[config.mk]
export PLATFORM = sky130hd
export DESIGN_NAME = config_word_decoder
export DESIGN_NICKNAME = d
export VERILOG_FILES = /design/src/pkg/config_word_pkg.sv /design/src/logic/clock_select_decode.sv /design/src/logic/self_write_guard.sv /design/src/logic/config_word_decoder.sv
export SDC_FILE = /design/constraint.sdc
export NUM_CORES = 1
export LEC_CHECK = 0
export BUFFER_PORTS_ARGS = -buffer_cell sky130_fd_sc_hd__buf_2
export CORE_UTILIZATION = 24
export CTS_CLUSTER_DIAMETER = 30
export CTS_CLUSTER_SIZE = 8
export DETAILED_ROUTE_END_ITERATION = 8
export GPL_ROUTABILITY_DRIVEN = 0
export PLACE_DENSITY_LB_ADDON = 0.3
export RECOVER_POWER = 25
export SKIP_LAST_GASP = 1
export SLEW_MARGIN = 10
export SYNTH_ARGS = -nofsm -noshare
export SYNTH_HDL_FRONTEND = slang
export SYNTH_HIERARCHICAL = 1
export SYNTH_SLANG_ARGS = --single-unit
export TNS_END_PERCENT = 5
[constraint.sdc]
create_clock -name ref_clk_in -period 1.5 [get_ports ref_clk_in]
set_clock_uncertainty 0.05 [all_clocks]
set_input_delay 0.3 -clock ref_clk_in [delete_from_list [all_inputs] [get_ports ref_clk_in]]
set_output_delay 0.3 -clock ref_clk_in [all_outputs]
set_load 0.02 [all_outputs]
[src/pkg/config_word_pkg.sv]
// Constants, field layout and carrier types for the configuration word decoder.
// Assumes the includer runs one clock and an asynchronous active-low reset.
package config_word_pkg;

    localparam int          WORD_W           = 14;
    localparam int          ADDR_W           = 16;
    localparam int          FLASH_ADDR_W     = 14;

    // Configuration space addresses
    localparam logic [15:0] CFG_ONE_ADDR     = 16'h8007;
    localparam logic [15:0] CFG_TWO_ADDR     = 16'h8008;
    localparam logic [15:0] CAL_ONE_ADDR     = 16'h8009;
    localparam logic [15:0] CAL_TWO_ADDR     = 16'h800a;

    // Blank cells read as ones; programming only clears bits
    localparam logic [13:0] ERASED_WORD      = 14'h3fff;

    // First word fields
    localparam int          FAILSAFE_BIT     = 13;
    localparam int          SWITCHOVER_BIT   = 12;
    localparam int          CLKOUT_N_BIT     = 11;
    localparam int          BOR_MODE_LSB     = 9;
    localparam int          DATA_PROT_N_BIT  = 8;
    localparam int          PROG_PROT_N_BIT  = 7;
    localparam int          RESET_PIN_BIT    = 6;
    localparam int          PWRT_N_BIT       = 5;
    localparam int          WDT_MODE_LSB     = 3;
    localparam int          OSC_LSB          = 0;

    // Second word fields
    localparam int          LVP_BIT          = 13;
    localparam int          DEBUG_N_BIT      = 12;
    localparam int          ULP_BOR_N_BIT    = 11;
    localparam int          BOR_LEVEL_BIT    = 10;
    localparam int          STACK_RESET_BIT  = 9;
    localparam int          MULT_BIT         = 8;
    localparam int          VCAP_LSB         = 4;
    localparam int          SELF_WRITE_LSB   = 0;

    // Positions that read back as one, per variant
    localparam logic [13:0] ONE_ONES_REDUCED = 14'h3104;
    localparam logic [13:0] TWO_ONES_MAIN    = 14'h08cc;
    localparam logic [13:0] TWO_ONES_WIDE    = 14'h08ec;
    localparam logic [13:0] TWO_ONES_REDUCED = 14'h01fc;

    // Top of the boot block protected by self-write field 10
    localparam logic [13:0] BOOT_BLOCK_TOP   = 14'h01ff;

    typedef enum logic [1:0] {VARIANT_MAIN, VARIANT_WIDE_PIN, VARIANT_REDUCED} variant_t;
    typedef enum logic [1:0] {BOR_DISABLED, BOR_SOFTWARE, BOR_RUN_ONLY, BOR_ALWAYS} brownout_mode_t;
    typedef enum logic [1:0] {WDT_DISABLED, WDT_SOFTWARE, WDT_RUN_ONLY, WDT_ALWAYS} watchdog_mode_t;
    typedef enum logic [2:0] {
        low_power_crystal, crystal_osc, high_speed_crystal, external_rc_osc,
        internal_osc, ext_clock_low, ext_clock_med, ext_clock_high
    } osc_select_t;
    typedef enum logic [2:0] {CAP_ON_RA0, CAP_ON_RA5, CAP_ON_RA6, CAP_OFF, CAP_ON_RF0} regulator_cap_t;

    typedef struct packed {
        logic           failsafe_monitor_en;
        logic           clock_switchover_en;
        logic           clock_output_en;
        brownout_mode_t brownout_mode;
        logic           data_readout_block;
        logic           program_readout_block;
        logic           reset_pin_en;
        logic           powerup_timer_en;
        watchdog_mode_t watchdog_mode;
        osc_select_t    osc_select;
        logic           low_volt_prog_en;
        logic           debugger_en;
        logic           ultra_low_brownout_en;
        logic           brownout_low_level;
        logic           stack_fault_reset_en;
        logic           multiplier_en;
        regulator_cap_t regulator_cap_select;
        logic [1:0]     self_write_protect;
    } settings_t;

    typedef struct packed {
        logic [13:0] word_one;
        logic [13:0] word_two;
        settings_t   settings;
        logic        load_pending;
        logic        prog_mode_seen;
        logic [13:0] rdata;
        logic        rvalid;
        logic        program_erase;
        logic        data_erase;
        logic        lvp_refused;
        logic        self_write_blocked;
        logic        self_write_granted;
    } decoder_state_t;

endpackage

[src/logic/clock_select_decode.sv]
// Maps the oscillator field onto the clock source selection.
// Assumes a stable field; purely combinational.
`timescale 1ns/1ps
`default_nettype none
module clock_select_decode #(
    parameter bit REDUCED = 1'b0
) (
    // Field
    input  wire logic [2:0]                  osc_field_in,
    // Selection
    output var config_word_pkg::osc_select_t osc_select_out
);
    import config_word_pkg::*;

    // Reduced parts hold the top bit at one, so the two-bit field lands on
    // the same external-clock and internal codes as the full field.
    always_comb begin
        if (REDUCED) begin
            osc_select_out = osc_select_t'({1'b1, osc_field_in[1:0]});
        end else begin
            osc_select_out = osc_select_t'(osc_field_in);
        end
    end
endmodule
`default_nettype wire

[src/logic/self_write_guard.sv]
// Decides whether a self-write address falls in the protected flash range.
// Assumes flash size is a power of two of at least 1K words.
`timescale 1ns/1ps
`default_nettype none
module self_write_guard #(
    parameter int MEM_WORDS = 4096
) (
    // Request
    input  wire logic [1:0]  protect_field_in,
    input  wire logic [13:0] addr_in,
    // Verdict
    output logic             blocked_out
);
    import config_word_pkg::*;

    localparam logic [13:0] HALF_TOP = 14'(MEM_WORDS / 2 - 1);
    localparam logic [13:0] FULL_TOP = 14'(MEM_WORDS - 1);

    always_comb begin
        case (protect_field_in)
            2'b11:   blocked_out = 1'b0;
            2'b10:   blocked_out = (addr_in <= BOOT_BLOCK_TOP);
            2'b01:   blocked_out = (addr_in <= HALF_TOP);
            default: blocked_out = (addr_in <= FULL_TOP);
        endcase
    end
endmodule
`default_nettype wire

[src/logic/config_word_decoder.sv]
// Configuration word store and decoder: holds the two configuration words,
// serves the calibration words and drives static control settings.
// Assumes the serial programming front end has already turned link traffic
// into word reads, writes and erase strobes while programming mode is held.
//
// Overview of operation
// - First configuration word at 8007h, second at 8008h.
// - Calibration words at 8009h and 800Ah survive every erase.
// - First word bit 13 enables clock monitor; bit 12 enables switchover.
// - First word bit 11 low routes clock output to its pin.
// - Brown-out field bits 10-9: always, run only, software, disabled.
// - First word bit 8 low blocks external data memory readout.
// - First word bit 7 low blocks external program memory readout.
// - Lifting program protection erases program memory; data likewise erases EEPROM.
// - Reset pin bit 6 ignored under low-voltage programming, else selects pin role.
// - Bit 5 low enables power-up timer; brown-out never implies it.
// - Watchdog field bits 4-3: always, run only, software, disabled.
// - Oscillator field bits 2-0 selects one of eight clock sources.
// - Reduced variant: bit 2 reads one, two-bit field picks clock.
// - Second word bit 13 enables low-voltage entry; cannot clear it that way.
// - Second word bit 12 low enables debugger and claims programming pins.
// - Second word bit 10 selects 1.9V when one, 2.7V when zero.
// - Second word bit 9 one makes stack faults cause reset.
// - Second word bit 8 enables the times-four clock multiplier.
// - Regulator capacitor field places pin or disables; single-bit variant uses RF0.
// - Unimplemented second word positions read back as one.
// - 4K part: self-write field protects nothing, 1FFh, 7FFh or FFFh.
// - 8K part: self-write field protects nothing, 1FFh, FFFh or 1FFFh.
// - Words reachable only through serial programming mode, LSb first.
`timescale 1ns/1ps
`default_nettype none
module config_word_decoder #(
    parameter config_word_pkg::variant_t VARIANT      = config_word_pkg::VARIANT_MAIN,
    parameter int                        MEM_WORDS    = 4096,
    // Factory calibration contents; values arbitrary
    parameter logic [13:0]               CAL_ONE_INIT = 14'h1234,
    parameter logic [13:0]               CAL_TWO_INIT = 14'h0abc
) (
    // Clock and reset
    input  wire logic                        ref_clk_in,
    input  wire logic                        rst_n_in,
    // Programming port
    input  wire logic                        prog_mode_in,
    input  wire logic                        lvp_entry_in,
    input  wire logic [15:0]                 prog_addr_in,
    input  wire logic                        prog_write_in,
    input  wire logic [13:0]                 prog_wdata_in,
    input  wire logic                        prog_read_in,
    input  wire logic                        erase_program_in,
    input  wire logic                        erase_data_in,
    output logic [13:0]                      prog_rdata_out,
    output logic                             prog_rvalid_out,
    output logic                             lvp_refused_out,
    // Erase orders to the memory arrays
    output logic                             program_erase_out,
    output logic                             data_erase_out,
    // Self-write check
    input  wire logic                        self_write_req_in,
    input  wire logic [13:0]                 self_write_addr_in,
    output logic                             self_write_blocked_out,
    output logic                             self_write_granted_out,
    // Decoded static settings
    output config_word_pkg::settings_t       settings_out
);
    import config_word_pkg::*;

    localparam bit REDUCED = (VARIANT == VARIANT_REDUCED);

    decoder_state_t state_reg;
    decoder_state_t state_next;

    logic [13:0]    one_view;
    logic [13:0]    two_view;
    osc_select_t    osc_decoded;
    logic           guard_blocked;
    logic           in_prog;

    // Applies the read-as-one positions of the chosen variant
    function automatic logic [13:0] view_one(input logic [13:0] stored);
        view_one = REDUCED ? (stored | ONE_ONES_REDUCED) : stored;
    endfunction

    function automatic logic [13:0] view_two(input logic [13:0] stored);
        if (VARIANT == VARIANT_REDUCED) begin
            view_two = stored | TWO_ONES_REDUCED;
        end else if (VARIANT == VARIANT_WIDE_PIN) begin
            view_two = stored | TWO_ONES_WIDE;
        end else begin
            view_two = stored | TWO_ONES_MAIN;
        end
    endfunction

    function automatic regulator_cap_t cap_decode(input logic [13:0] w2);
        if (VARIANT == VARIANT_REDUCED) begin
            cap_decode = CAP_OFF;
        end else if (VARIANT == VARIANT_WIDE_PIN) begin
            cap_decode = w2[VCAP_LSB] ? CAP_OFF : CAP_ON_RF0;
        end else begin
            cap_decode = regulator_cap_t'({1'b0, w2[VCAP_LSB +: 2]});
        end
    endfunction

    function automatic settings_t decode(input logic [13:0] w1,
                                         input logic [13:0] w2,
                                         input osc_select_t osc);
        settings_t s;
        s.failsafe_monitor_en   = w1[FAILSAFE_BIT];
        s.clock_switchover_en   = w1[SWITCHOVER_BIT];
        s.clock_output_en       = ~w1[CLKOUT_N_BIT];
        s.brownout_mode         = brownout_mode_t'(w1[BOR_MODE_LSB +: 2]);
        s.data_readout_block    = ~w1[DATA_PROT_N_BIT];
        s.program_readout_block = ~w1[PROG_PROT_N_BIT];
        // Low-voltage entry keeps the reset pin live whatever bit 6 says
        s.reset_pin_en          = w2[LVP_BIT] | w1[RESET_PIN_BIT];
        // Power-up timer follows only its own bit, never the brown-out mode
        s.powerup_timer_en      = ~w1[PWRT_N_BIT];
        s.watchdog_mode         = watchdog_mode_t'(w1[WDT_MODE_LSB +: 2]);
        s.osc_select            = osc;
        s.low_volt_prog_en      = w2[LVP_BIT];
        s.debugger_en           = ~w2[DEBUG_N_BIT];
        s.ultra_low_brownout_en = REDUCED ? ~w2[ULP_BOR_N_BIT] : 1'b0;
        s.brownout_low_level    = w2[BOR_LEVEL_BIT];
        s.stack_fault_reset_en  = w2[STACK_RESET_BIT];
        s.multiplier_en         = w2[MULT_BIT];
        s.regulator_cap_select  = cap_decode(w2);
        s.self_write_protect    = w2[SELF_WRITE_LSB +: 2];
        decode = s;
    endfunction

    assign one_view = view_one(state_reg.word_one);
    assign two_view = view_two(state_reg.word_two);
    assign in_prog  = prog_mode_in;

    clock_select_decode #(
        .REDUCED        (REDUCED)
    ) u_clock_select (
        .osc_field_in   (one_view[OSC_LSB +: 3]),
        .osc_select_out (osc_decoded)
    );

    // Checks against the live settings, not the stored words, so a freshly
    // programmed field takes effect only once it has been latched.
    self_write_guard #(
        .MEM_WORDS        (MEM_WORDS)
    ) u_self_write_guard (
        .protect_field_in (state_reg.settings.self_write_protect),
        .addr_in          (self_write_addr_in),
        .blocked_out      (guard_blocked)
    );

    always_comb begin
        logic [13:0] wdata;
        wdata = prog_wdata_in;
        state_next = state_reg;

        // One-cycle strobes fall back every cycle
        state_next.rvalid             = 1'b0;
        state_next.program_erase      = 1'b0;
        state_next.data_erase         = 1'b0;
        state_next.lvp_refused        = 1'b0;
        state_next.self_write_blocked = 1'b0;
        state_next.self_write_granted = 1'b0;
        state_next.prog_mode_seen     = in_prog;

        // Latch after reset release and again when programming mode ends
        if (state_reg.load_pending || (state_reg.prog_mode_seen && !in_prog)) begin
            state_next.settings     = decode(one_view, two_view, osc_decoded);
            state_next.load_pending = 1'b0;
        end

        // Word access only inside programming mode
        if (in_prog) begin
            if (erase_program_in) begin
                // Config words blank with the array, except that a cleared LVP bit stays cleared under low-voltage entry; calibration is left alone
                state_next.word_one      = ERASED_WORD;
                state_next.word_two      = ERASED_WORD;
                state_next.program_erase = 1'b1;
                state_next.data_erase    = ~state_reg.word_one[DATA_PROT_N_BIT];
                if (lvp_entry_in && !state_reg.word_two[LVP_BIT]) begin
                    state_next.word_two[LVP_BIT] = 1'b0;
                end
            end else if (erase_data_in) begin
                state_next.data_erase = 1'b1;
            end else if (prog_write_in) begin
                if (lvp_entry_in && !wdata[LVP_BIT] && prog_addr_in == CFG_TWO_ADDR) begin
                    wdata[LVP_BIT]          = 1'b1;
                    state_next.lvp_refused  = 1'b1;
                end
                // Programming can only clear bits; writes elsewhere are ignored
                if (prog_addr_in == CFG_ONE_ADDR) begin
                    state_next.word_one = state_reg.word_one & wdata;
                end else if (prog_addr_in == CFG_TWO_ADDR) begin
                    state_next.word_two = state_reg.word_two & wdata;
                end
            end else if (prog_read_in) begin
                state_next.rvalid = 1'b1;
                if (prog_addr_in == CFG_ONE_ADDR) begin
                    state_next.rdata = one_view;
                end else if (prog_addr_in == CFG_TWO_ADDR) begin
                    state_next.rdata = two_view;
                end else if (prog_addr_in == CAL_ONE_ADDR) begin
                    state_next.rdata = CAL_ONE_INIT;
                end else if (prog_addr_in == CAL_TWO_ADDR) begin
                    state_next.rdata = CAL_TWO_INIT;
                end else begin
                    state_next.rdata = '0;
                end
            end
        end

        // Self-writes are judged only outside programming mode
        if (self_write_req_in && !in_prog) begin
            state_next.self_write_blocked = guard_blocked;
            state_next.self_write_granted = ~guard_blocked;
        end
    end

    always_ff @(posedge ref_clk_in or negedge rst_n_in) begin
        if (!rst_n_in) begin
            state_reg                    <= '0;
            state_reg.word_one           <= ERASED_WORD;
            state_reg.word_two           <= ERASED_WORD;
            state_reg.load_pending       <= 1'b1;
        end else begin
            state_reg <= state_next;
        end
    end

    assign prog_rdata_out         = state_reg.rdata;
    assign prog_rvalid_out        = state_reg.rvalid;
    assign lvp_refused_out        = state_reg.lvp_refused;
    assign program_erase_out      = state_reg.program_erase;
    assign data_erase_out         = state_reg.data_erase;
    assign self_write_blocked_out = state_reg.self_write_blocked;
    assign self_write_granted_out = state_reg.self_write_granted;
    assign settings_out           = state_reg.settings;

endmodule
`default_nettype wire

==> results of run 1 <==
==> power breakdown <==
part / internal, mW / leakage [nW] / switching [mW] / total, mW
combinational: 0.132 / 0.847 / 0.218 / 0.350
sequential: 1.87 / 0.762 / 0.0164 / 1.89
clock: 1.32 / 0.140 / 0.738 / 2.06
total: 3.33 / 1.75 / 0.972 / 4.30
==> cell families after synthesis <==
family / Yosys count
mux: 18
buf+inv: 57
simple gates: 78
compound gates: 57
flops: 68
other cells: 1
==> stage by stage <==
step / hold slack [ps] / TNS, ps / power [mW]
after floorplan: -45.59 / 0 / 2.100
after global placement: 302.0 / -6134 / 2.274
after detailed placement: 303.6 / -7022 / 2.282
after CTS: 99.23 / 0 / 4.377
after global routing: 118.5 / -26.53 / 4.475
final: 115.5 / 0 / 4.298
==> critical path: stages <==
cell,delay (ps)
buf_2,110
nor4b_4,380
nand4_2,180
buf_12,190
o41ai_1,310
nand2_1,90
==> what timing repair did <==
| item | in CTS | in global routing |
|---|---|---|
| buffers inserted | 0 | 0 |
| resized for setup | 0 | 1 |
| hold endpoints to repair | 44 | 0 |
| hold buffers | 1 | 0 |
| endpoints found under the setup margin | 0 | 2 |
==> area by class of cell <==
type,instances,area (um2)
Multi-Input combinational cell,156,1102
Sequential cell,68,1732
Fill cell,1351,8796
Clock buffer,13,250.2
Tap cell,172,215.2
Inverter,4,15.01
Clock inverter,2,35.03
Timing Repair Buffer,118,679.4
==> placed cells by master (no fill, tap or decap), types with 2 or more instances in the layout <==
cell / instances
buf_2: 86
dfrtp_1: 44
nand2_1: 35
buf_4: 28
dfstp_2: 24
mux2_2: 17
o31ai_1: 14
nor2_1: 12
nand3_1: 11
clkbuf_16: 9
o41ai_1: 8
o21ai_0: 7
o2bb2ai_1: 5
a21o_1: 5
a21oi_1: 5
clkbuf_1: 4
inv_1: 3
nor4_2: 3
a2bb2oi_1: 3
o21ai_1: 3
conb_1: 3
nor4_4: 2
nor4b_4: 2
nand4_2: 2
a211o_1: 2
o21a_1: 2
==> layer usage <==
layer	global-route usage, %	wire, um	up-vias
li1	-	-	1105
met3	4.669	527	12
met4	5.114	121	0
met2	19.49	3786	79
met5	0	0	-
met1	15.65	3645	1149
==> path summary, 6_finish.rpt <==
path | endpoint | slack (ps) | depth (start not counted)
max reg2reg | settings_out[10]$_DFFE_PN0P_ | 230 | 3
min reg2reg | settings_out[16]$_DFFE_PN0P_ | 420 | 2
max | state_reg[52]$_DFFE_PN1P_ | 120 | 6
min | lvp_refused_out$_DFF_PN0_ | 120 | 2
min in group asynchronous | settings_out[16]$_DFFE_PN0P_ | 660 | 3
max in group asynchronous | settings_out[7]$_DFFE_PN0P_ | 190 | 3
==> summary.md, run 1 <==
| Metric | Value |
|---|---|
| Status | finished clean |
| Compound-Gate Fraction of Synth Area | approximately an eighth |
| VDD IR max | between 400 and 500 uV |
| Die area | 13790 um2 |
| DRT Pass-1 Iters | 4 |
| Post-route ant nets | 0 |
| TritonCTS clock tree | built |
| CTS buffer count | 9 |
| Number of max-cap violations | 0 |
| Cell count after synthesis | around 280 |
| CTS sink count | 68 |
| Post-DP Area | 3745 um2 |
| Die H | approximately 120 um |
| Input/output buffers | 86 |
| Largest net degree at the start of global routing | 69 |
| Final setup margin | ~120 ps |
| Most frequent cell after synthesis | dfrtp_1 |
| CP startpoint | prog_addr_in[14] |
| Synth Cell Area | around 3200 um2 |
| Final wirelength | just over 8000 um |
| IO Pins | approximately 100 |
| Final instance area | approximately 4000 um2 |
| Worst hold start | prog_wdata_in[13] |
| Critical Setup Path Class | input port to register |
| Syn. warnings | 6 |
| Hold WC Path Type | input port to register |
| Critical Path RT | around 1700 ps |
| Max Fclk | just over 700 MHz |
| Number of synthesized flops with an enable pin | 0 |
| RSZ-0062 raised after global routing | yes |
| Average wire per standard cell | about 15 um |
| Fin nets | about 400 |
| Worst EP arrival | 1580 ps |
| GR Util All Layers | 12.56% |
| Skew-Pair Late Insertion Delay | between 300 and 400 ps |
| Startpoint Class | input port |
| Async set-or-reset flop fraction in the synthesized netlist | 100.0% |
| Share of cells above drive strength 1 | between 50% and 60% |
| Remaining DRCs | 0 |
| Final hold violations | 0 |
| Seq cells post-synth | 68 |
| Total grt overflow | 0 |
| Top post-synthesis cells by area | dfrtp_1 (34%), dfstp_2 (20%), buf_4 (9.9%), mux2_2 (6.0%), nand2_1 (4.1%) |
| Layout Cells excl Fill | roughly 530 |
| Finished Core Util | approximately a third |
| Hpwl dp | about 6000 um |
| Adder-cell area share of the yosys netlist | 0% |
| Final period utilization | 92.21% |
| Simple logic cell fraction of the synthesized area | around 15% |
| Max Transition Viols Final | 0 |
| Global-route wire length before repair | about 13000 um |
| Leak | roughly 1.7 nW |
| Core region area | 12820 um2 |
| Via density | 4.400 |
| Area Growth Syn to Fin | 26.03% |
| Initial antenna violation count | 0 |
| Clk slew on worst S/H paths | approximately 50 ps |
| Synth Area in XOR/XNOR | 0% |
| Reg2reg start | state_reg[20]$_DFF_PN0_ |
| Synth top cells by count | dfrtp_1 (44), buf_4 (42), nand2_1 (35), dfstp_2 (24), mux2_2 (17) |
| Mux cell area share after synthesis | roughly 6.3% |
| Top cell type by total area after synthesis | dfrtp_1 |
| Placed cells | a little over 500 |
| Main combinational cell family by area after synthesis | simple AND/OR/NAND/NOR gates |
| CTS max path bufs | 2 |
| Max reg flops | 23 |
| N_diodes | 0 |
| Row count | between 40 and 50 |
| Mean Syn Cell Area | ~11 um2 |
| Final min period | around 1400 ps |
| Slew @ Worst Pin | 907.8 ps |
| Violation count after the first detailed-route iteration | between 100 and 150 |
| Die span in x | roughly 120 um |
| Vias in the first global route | 2456 |
| H-Tree Depth | 3 |
| Crit path max fanout | 17 |
| Register area share after synthesis | between 50 and 60% |
| Share of the synthesized area in the top cell type | about a third |
| Power density over cell area | between 1000 and 1500 nW/um2 |
| Worst setup EP type | register |
| Initial core utilization | 24.93% |
| Vias | around 2.3k |
| Post-synth cell types | slightly above 40 |
| Synth Flop Type | dfrtp_1 |
| Root Buffer Master | clkbuf_16 |
| Pre-CTS worst setup slack | -249.8 ps |
| Worst slew margin | roughly two fifths |
| # setup viols final | 0 |
Note: power is estimated with default switching activity, not from simulation.
==> run 2: changes to the inputs <==
--- a/config.mk
+++ b/config.mk
@@ -6,13 +6,13 @@
 export NUM_CORES = 1
 export LEC_CHECK = 0
 export BUFFER_PORTS_ARGS = -buffer_cell sky130_fd_sc_hd__buf_2
+export CAP_MARGIN = 20
 export CORE_UTILIZATION = 24
 export CTS_CLUSTER_DIAMETER = 30
 export CTS_CLUSTER_SIZE = 8
 export DETAILED_ROUTE_END_ITERATION = 8
 export GPL_ROUTABILITY_DRIVEN = 0
 export PLACE_DENSITY_LB_ADDON = 0.3
-export RECOVER_POWER = 25
 export SKIP_LAST_GASP = 1
 export SLEW_MARGIN = 10
 export SYNTH_ARGS = -nofsm -noshare
==> run 2 against run 1 <==
Compared with the run above:
- global-route usage did not move
- maximum frequency rose by 0.53%
- sequential share of layout area fell by 0.20 points
- critical endpoint unchanged
- largest cell class unchanged
- largest power group unchanged
==> summary.md, run 2 (synthesis results as in run 1) <==
| Metric | Value |
|---|---|
| Status | finished clean (unchanged) |
| CTS buffer count | 9 (unchanged) |
| Initial core utilization | 24.93% (unchanged) |
| Hpwl dp | 5977 um (unchanged) |
| Critical Path RT | 1710 ps (was 1700 ps) |
| GR Util All Layers | 12.56% (unchanged) |
| Core region area | 12820 um2 (unchanged) |
| Largest net degree at the start of global routing | 69 (unchanged) |
| Finished Core Util | 31.56% (was 31.41%) |
| Violation count after the first detailed-route iteration | 94 (was 106) |
| DRT Pass-1 Iters | 4 (unchanged) |
| Die H | 117.4 um (unchanged) |
| Gate power share | 8.3% (was 8.1%) |
| Final min period | 1376 ps (was 1383 ps) |
| H-Tree Depth | 3 (unchanged) |
| Max Transition Viols Final | 0 (unchanged) |
| Slew @ Worst Pin | 887.6 ps (was 907.8 ps) |
| CP Buf/Inv Count | 2 (unchanged) |
| Vias in the first global route | 2456 (unchanged) |
| CTS max path bufs | 2 (unchanged) |
| Die area | 13790 um2 (unchanged) |
| Power density over cell area | 1064 nW/um2 (was 1067 nW/um2) |
| Worst slew margin | 40.82% (was 39.48%) |
| N_diodes | 0 (unchanged) |
| Sw Share | 22.62% (was 22.60%) |
| Clk network pwr share | 47.8% (was 47.9%) |
| NetSw | 0.9743 mW (was 0.9715 mW) |
| Sequential share of power | 43.9% (was 44.0%) |
| Area Growth Syn to Fin | 26.61% (was 26.03%) |
| Share of cells above drive strength 1 | 50.42% (was 50.14%) |
| Remaining DRCs | 0 (unchanged) |
| Leak | 1.757 nW (was 1.748 nW) |
| VDD IR max | 447.9 uV (was 448.5 uV) |
| Max reg flops | 23 (unchanged) |
| Crit path max-delay cell type | nor4b_4 (unchanged) |
| Root Buffer Master | clkbuf_16 (unchanged) |
| Hold WC Path Type | input port to register (unchanged) |
| Most common cell after layout, fill and taps aside | buf_2 (unchanged) |
| Post-route ant nets | 0 (unchanged) |
| Crit path max fanout | 17 (unchanged) |
| Final period utilization | 91.72% (was 92.21%) |
| Total grt overflow | 0 (unchanged) |
| Critical Setup Path Class | input port to register (unchanged) |
| Initial antenna violation count | 0 (unchanged) |
| Row count | 41 (unchanged) |
| Vias | 2333 (was 2345) |
| Fin nets | 410 (unchanged) |
| Startpoint Class | input port (unchanged) |
| Worst EP arrival | 1580 ps (about the same) |
| # setup viols final | 0 (unchanged) |
| Worst stage delay on the critical path | 380 ps (about the same) |
| Skew-Pair Late Insertion Delay | 340 ps (about the same) |
| TritonCTS clock tree | built (unchanged) |
| Final hold violations | 0 (unchanged) |
| Clk slew on worst S/H paths | 50 ps (about the same) |
| Average wire per standard cell | 15.13 um (was 15.16 um) |
| Die span in x | 117.4 um (unchanged) |
| CTS sink count | 68 (unchanged) |
| Cell Int Power | 3.332 mW (was 3.326 mW) |
| Via density | 4.377 (was 4.400) |
| IO Pins | 98 (unchanged) |
| Global-route wire length before repair | 13120 um (unchanged) |
| Crit-path cells | buf_2 -> nor4b_4 -> nand4_2 -> buf_12 -> o41ai_1 -> nand2_1 (unchanged) |
| Number of max-cap violations | 0 (unchanged) |
| Worst setup EP type | register (unchanged) |
| Tot Pwr | 4.307 mW (was 4.298 mW) |
| Input/output buffers | 86 (unchanged) |
| RSZ-0062 raised after global routing | yes (unchanged) |
| Max Fclk | 726.8 MHz (was 723.0 MHz) |
| Most frequent cells in the layout | buf_2 (86), dfrtp_1 (44), nand2_1 (35), buf_4 (29), dfstp_2 (24) (was buf_2 (86), dfrtp_1 (44), nand2_1 (35), buf_4 (28), dfstp_2 (24)) |
| Final wirelength | 8063 um (was 8081 um) |
| Setup TNS | 0 ps (unchanged) |
| CP top delay family | simple AND/OR/NAND/NOR gates (unchanged) |
-- run 2: path summary, 6_finish.rpt --
check / from / endpoint / slack [ps] / cells after the start
worst max-delay path: prog_addr_in[14] / state_reg[52]$_DFFE_PN1P_ / 120 / 6
worst min-delay path: prog_wdata_in[13] / lvp_refused_out$_DFF_PN0_ / 120 / 2
worst max register to register: state_reg[20]$_DFF_PN0_ / settings_out[10]$_DFFE_PN0P_ / 230 / 3
worst min register to register: settings_out[16]$_DFFE_PN0P_ / settings_out[16]$_DFFE_PN0P_ / 420 / 2
max in group asynchronous: rst_n_in / state_reg[57]$_DFFE_PN1P_ / 590 / 3
min in group asynchronous: rst_n_in / settings_out[16]$_DFFE_PN0P_ / 470 / 3
-- run 2: per-stage QoR --
step	cell area [um2]	instances	hold WS, ps	setup slack [ps]
after floorplan	3206	281	-45.59	13.82
after global placement	3745	517	302.0	-201.0
after detailed placement	3745	517	303.6	-249.8
after CTS	4040	533	99.23	112.6
after global routing	4048	533	118.5	-26.53
final	4048	533	116.1	124.2
-- run 2: timing repair --
action	4_1_cts	5_1_grt
hold buffers	1	0
endpoints found under the setup margin	0	2
gates resized for setup	0	1
endpoints found under the hold margin	44	0
buffers inserted	0	0
-- run 2: metal layers --
layer	GRT usage (%)	share of wire [%]	up-vias
li1	-	-	1105
met1	15.65	46	1145
met2	19.49	47	71
met3	4.669	6.1	12
met4	5.114	1.7	0
met5	0	0	-
-- run 2: power groups by stage --
| stage | combinational [mW] | sequential [mW] | clock (mW) |
|---|---|---|---|
| 5_1_grt | 0.394 | 1.89 | 2.19 |
| 4_1_cts | 0.365 | 1.89 | 2.12 |
| 6_report | 0.356 | 1.89 | 2.06 |
| 2_1_floorplan | 0.179 | 1.92 | 0 |
| 3_5_place_dp | 0.362 | 1.92 | 0 |
| 3_3_place_gp | 0.356 | 1.92 | 0 |
-- run 2: layout make-up --
cell class | count | area, um2
clock buffer | 13 | 250.2
clock inverter | 2 | 35.03
sequential | 68 | 1732
inverter | 4 | 15.01
timing repair buffer | 118 | 698.2
fill | 1348 | 8777
tap | 172 | 215.2
multi-input combinational | 156 | 1102
==> run 3: changes to the inputs <==
==> constraint.sdc (replaced) <==
create_clock -name ref_clk_in -period 1.2 [get_ports ref_clk_in]
set_clock_uncertainty 0.05 [all_clocks]
set_input_delay 0.24 -clock ref_clk_in [delete_from_list [all_inputs] [get_ports ref_clk_in]]
set_output_delay 0.24 -clock ref_clk_in [all_outputs]
set_load 0.02 [all_outputs]
==> run 3 against run 2 <==
Compared with the run above:
- final cell count is 0.56% higher
- total power is 22% higher
- critical path depth is 1 higher
- the run now ends with setup timing left
- design area is 5.3% higher
- setup slack worse by 240 ps
- non-clock buffer count is 2 higher
==> summary.md, run 3 (synthesis results as in run 1) <==
| Metric | Value |
|---|---|
| Status | finished, violations left (was finished clean) |
| CTS max path bufs | 2 (unchanged) |
| Hold EP | lvp_refused_out$_DFF_PN0_ (unchanged) |
| Row count | 41 (unchanged) |
| Worst EP arrival | 1510 ps (was 1580 ps) |
| GR Util All Layers | 12.87% (was 12.56%) |
| Largest net degree at the start of global routing | 34 (was 69) |
| Number of max-cap violations | 0 (unchanged) |
| Final min period | 1315 ps |
| Die area | 13790 um2 (unchanged) |
| Final setup margin | -115.5 ps (was 124.2 ps) |
| Most common cell after layout, fill and taps aside | buf_2 (unchanged) |
| Share of cells above drive strength 1 | 54.12% (was 50.42%) |
| Max Fclk | roughly 760 MHz |
| Average wire per standard cell | 15.85 um (was 15.13 um) |
| Skew-Pair Late Insertion Delay | 320 ps (was 340 ps) |
| H-Tree Depth | 3 (unchanged) |
| CTS sink count | 68 (unchanged) |
| Capturing point of the worst reg2reg path | settings_out[14]$_DFFE_PN0P_ (was settings_out[10]$_DFFE_PN0P_) |
| CP Buf/Inv Count | 3 (was 2) |
| Worst hold start | prog_wdata_in[13] (unchanged) |
| Core region area | 12820 um2 (unchanged) |
| Post-route ant nets | 0 (unchanged) |
| Worst slew margin | 45.30% (was 40.82%) |
| Violated checks | setup timing |
| Final hold violations | 0 (unchanged) |
| Final wirelength | 8498 um (was 8063 um) |
| CP top delay family | simple AND/OR/NAND/NOR gates (unchanged) |
| Post-DP Area | 3760 um2 (was 3745 um2) |
| Max Transition Viols Final | 0 (unchanged) |
| Leak | 1.886 nW (was 1.757 nW) |
| Area Growth Syn to Fin | 33.31% (was 26.61%) |
| Final instance area | 4262 um2 (was 4048 um2) |
| CTS buffer count | 9 (unchanged) |
| Critical Setup Path Class | input port to register (unchanged) |
| DRT Pass-1 Iters | 4 (unchanged) |
| Worst stage delay on the critical path | 290 ps (was 380 ps) |
| Crit path max-delay cell type | o41ai_4 (was nor4b_4) |
| Vias in the first global route | 2509 (was 2456) |
| Power density over cell area | 1234 nW/um2 (was 1064 nW/um2) |
| Input/output buffers | 86 (unchanged) |
| Initial antenna violation count | 0 (unchanged) |
| R2R depth | 3 (unchanged) |
| Final period utilization | 109.6% |
| Crit-path cells | buf_6 -> nor4_4 -> buf_4 -> nand4_4 -> buf_12 -> o41ai_4 -> nand2_1 (was buf_2 -> nor4b_4 -> nand4_2 -> buf_12 -> o41ai_1 -> nand2_1) |
| Initial core utilization | 24.93% (unchanged) |
| Critical Path RT | 1400 ps (was 1710 ps) |
| Instance count on the critical path | 7 (was 6) |
| Die span in x | 117.4 um (unchanged) |
| Reg2reg start | state_reg[20]$_DFF_PN0_ (unchanged) |
| Via density | 4.407 (was 4.377) |
| N_diodes | 0 (unchanged) |
| Total grt overflow | 0 (unchanged) |
| Slew @ Worst Pin | 820.6 ps (was 887.6 ps) |
| Setup TNS | -2372 ps (was 0 ps) |
| RSZ-0062 raised after global routing | yes (unchanged) |
| Violation count after the first detailed-route iteration | 114 (was 94) |
| Global-route wire length before repair | 13580 um (was 13120 um) |
| Clk slew on worst S/H paths | 50 ps (about the same) |
| Remaining DRCs | 0 (unchanged) |
| # setup viols final | 33 (was 0) |
| Worst reg2reg setup slack | -70 ps (was 230 ps) |
| Worst setup EP type | register (unchanged) |
| Vias | 2362 (was 2333) |
| Startpoint Class | input port (unchanged) |
| Crit path max fanout | 8 (was 17) |
| Die H | 117.4 um (unchanged) |
| Hpwl dp | 6057 um (was 5977 um) |
| Root Buffer Master | clkbuf_16 (unchanged) |
| Hold Path Stages | 2 (unchanged) |
| Hold WC Path Type | input port to register (unchanged) |
| Most frequent cells in the layout | buf_2 (81), dfrtp_1 (44), nand2_1 (35), buf_4 (26), dfstp_2 (24) (was buf_2 (86), dfrtp_1 (44), nand2_1 (35), buf_4 (29), dfstp_2 (24)) |
| Max reg flops | 23 (unchanged) |
| TritonCTS clock tree | built (unchanged) |
| Fin nets | 412 (was 410) |
| VDD IR max | 700.8 uV (was 447.9 uV) |
| IO Pins | 98 (unchanged) |
## run 3: how the worst max path moves through the flow
stage / from / end / slack [ps]
after floorplan: prog_addr_in[7] / lvp_refused_out$_DFF_PN0_ / -220
after global placement: prog_addr_in[7] / state_reg[52]$_DFFE_PN1P_ / -440
after detailed placement: prog_addr_in[1] / state_reg[60]$_DFFE_PN1P_ / -500
after CTS: prog_addr_in[10] / one_view[11]$_DFFE_PN1P_ / -80
after global routing: prog_addr_in[8] / state_reg[48]$_DFFE_PN1P_ / -200
final: prog_addr_in[8] / state_reg[48]$_DFFE_PN1P_ / -120
## run 3: repair_timing
item	CTS	global route
endpoints found under the hold margin	9	0
gates resized for setup	17	8
cloned	1	0
pin swaps	5	3
setup buffers	4	0
endpoints found under the setup margin	47	65
hold buffers	1	0
## run 3: metrics by stage
stage	cells	setup slack, ps	total power [mW]	utilization (%)	hold WS (ps)
finish	536	-115.5	5.260	33.23	109.6
global route	536	-203.3	5.455	33.23	89.27
CTS	536	-84.26	5.327	32.87	77.72
detailed placement	514	-504.3	2.870	29.32	115.7
global placement	514	-438.0	2.863	29.32	114.5
floorplan	281	-222.2	2.624	-	-105.6
## run 3: cell type report
type	instances	area, um2
sequential	68	1732
fill	1336	8563
multi-input combinational	156	1220
clock inverter	2	10.01
timing repair buffer	120	805.8
tap	172	215.2
clock buffer	14	264.0
inverter	4	15.01
## run 3: per-layer routing
layer	up-vias	track usage [%]	part of all wire, %
li1	1110	-	-
met5	-	0	0
met4	0	3.653	0.91
met2	77	21.41	51
met3	6	3.940	5.0
met1	1169	15.97	43
## run 3: worst register-to-register path: stages (launching register included)
cell and delay [ps]:
dfrtp_1 370, a21oi_2 180, buf_12 200, mux2_2 350
## run 3: power breakdown
part	internal [mW]	total, mW	switching [mW]
clock	1.50	2.40	0.892
sequential	2.34	2.36	0.0202
combinational	0.203	0.502	0.299
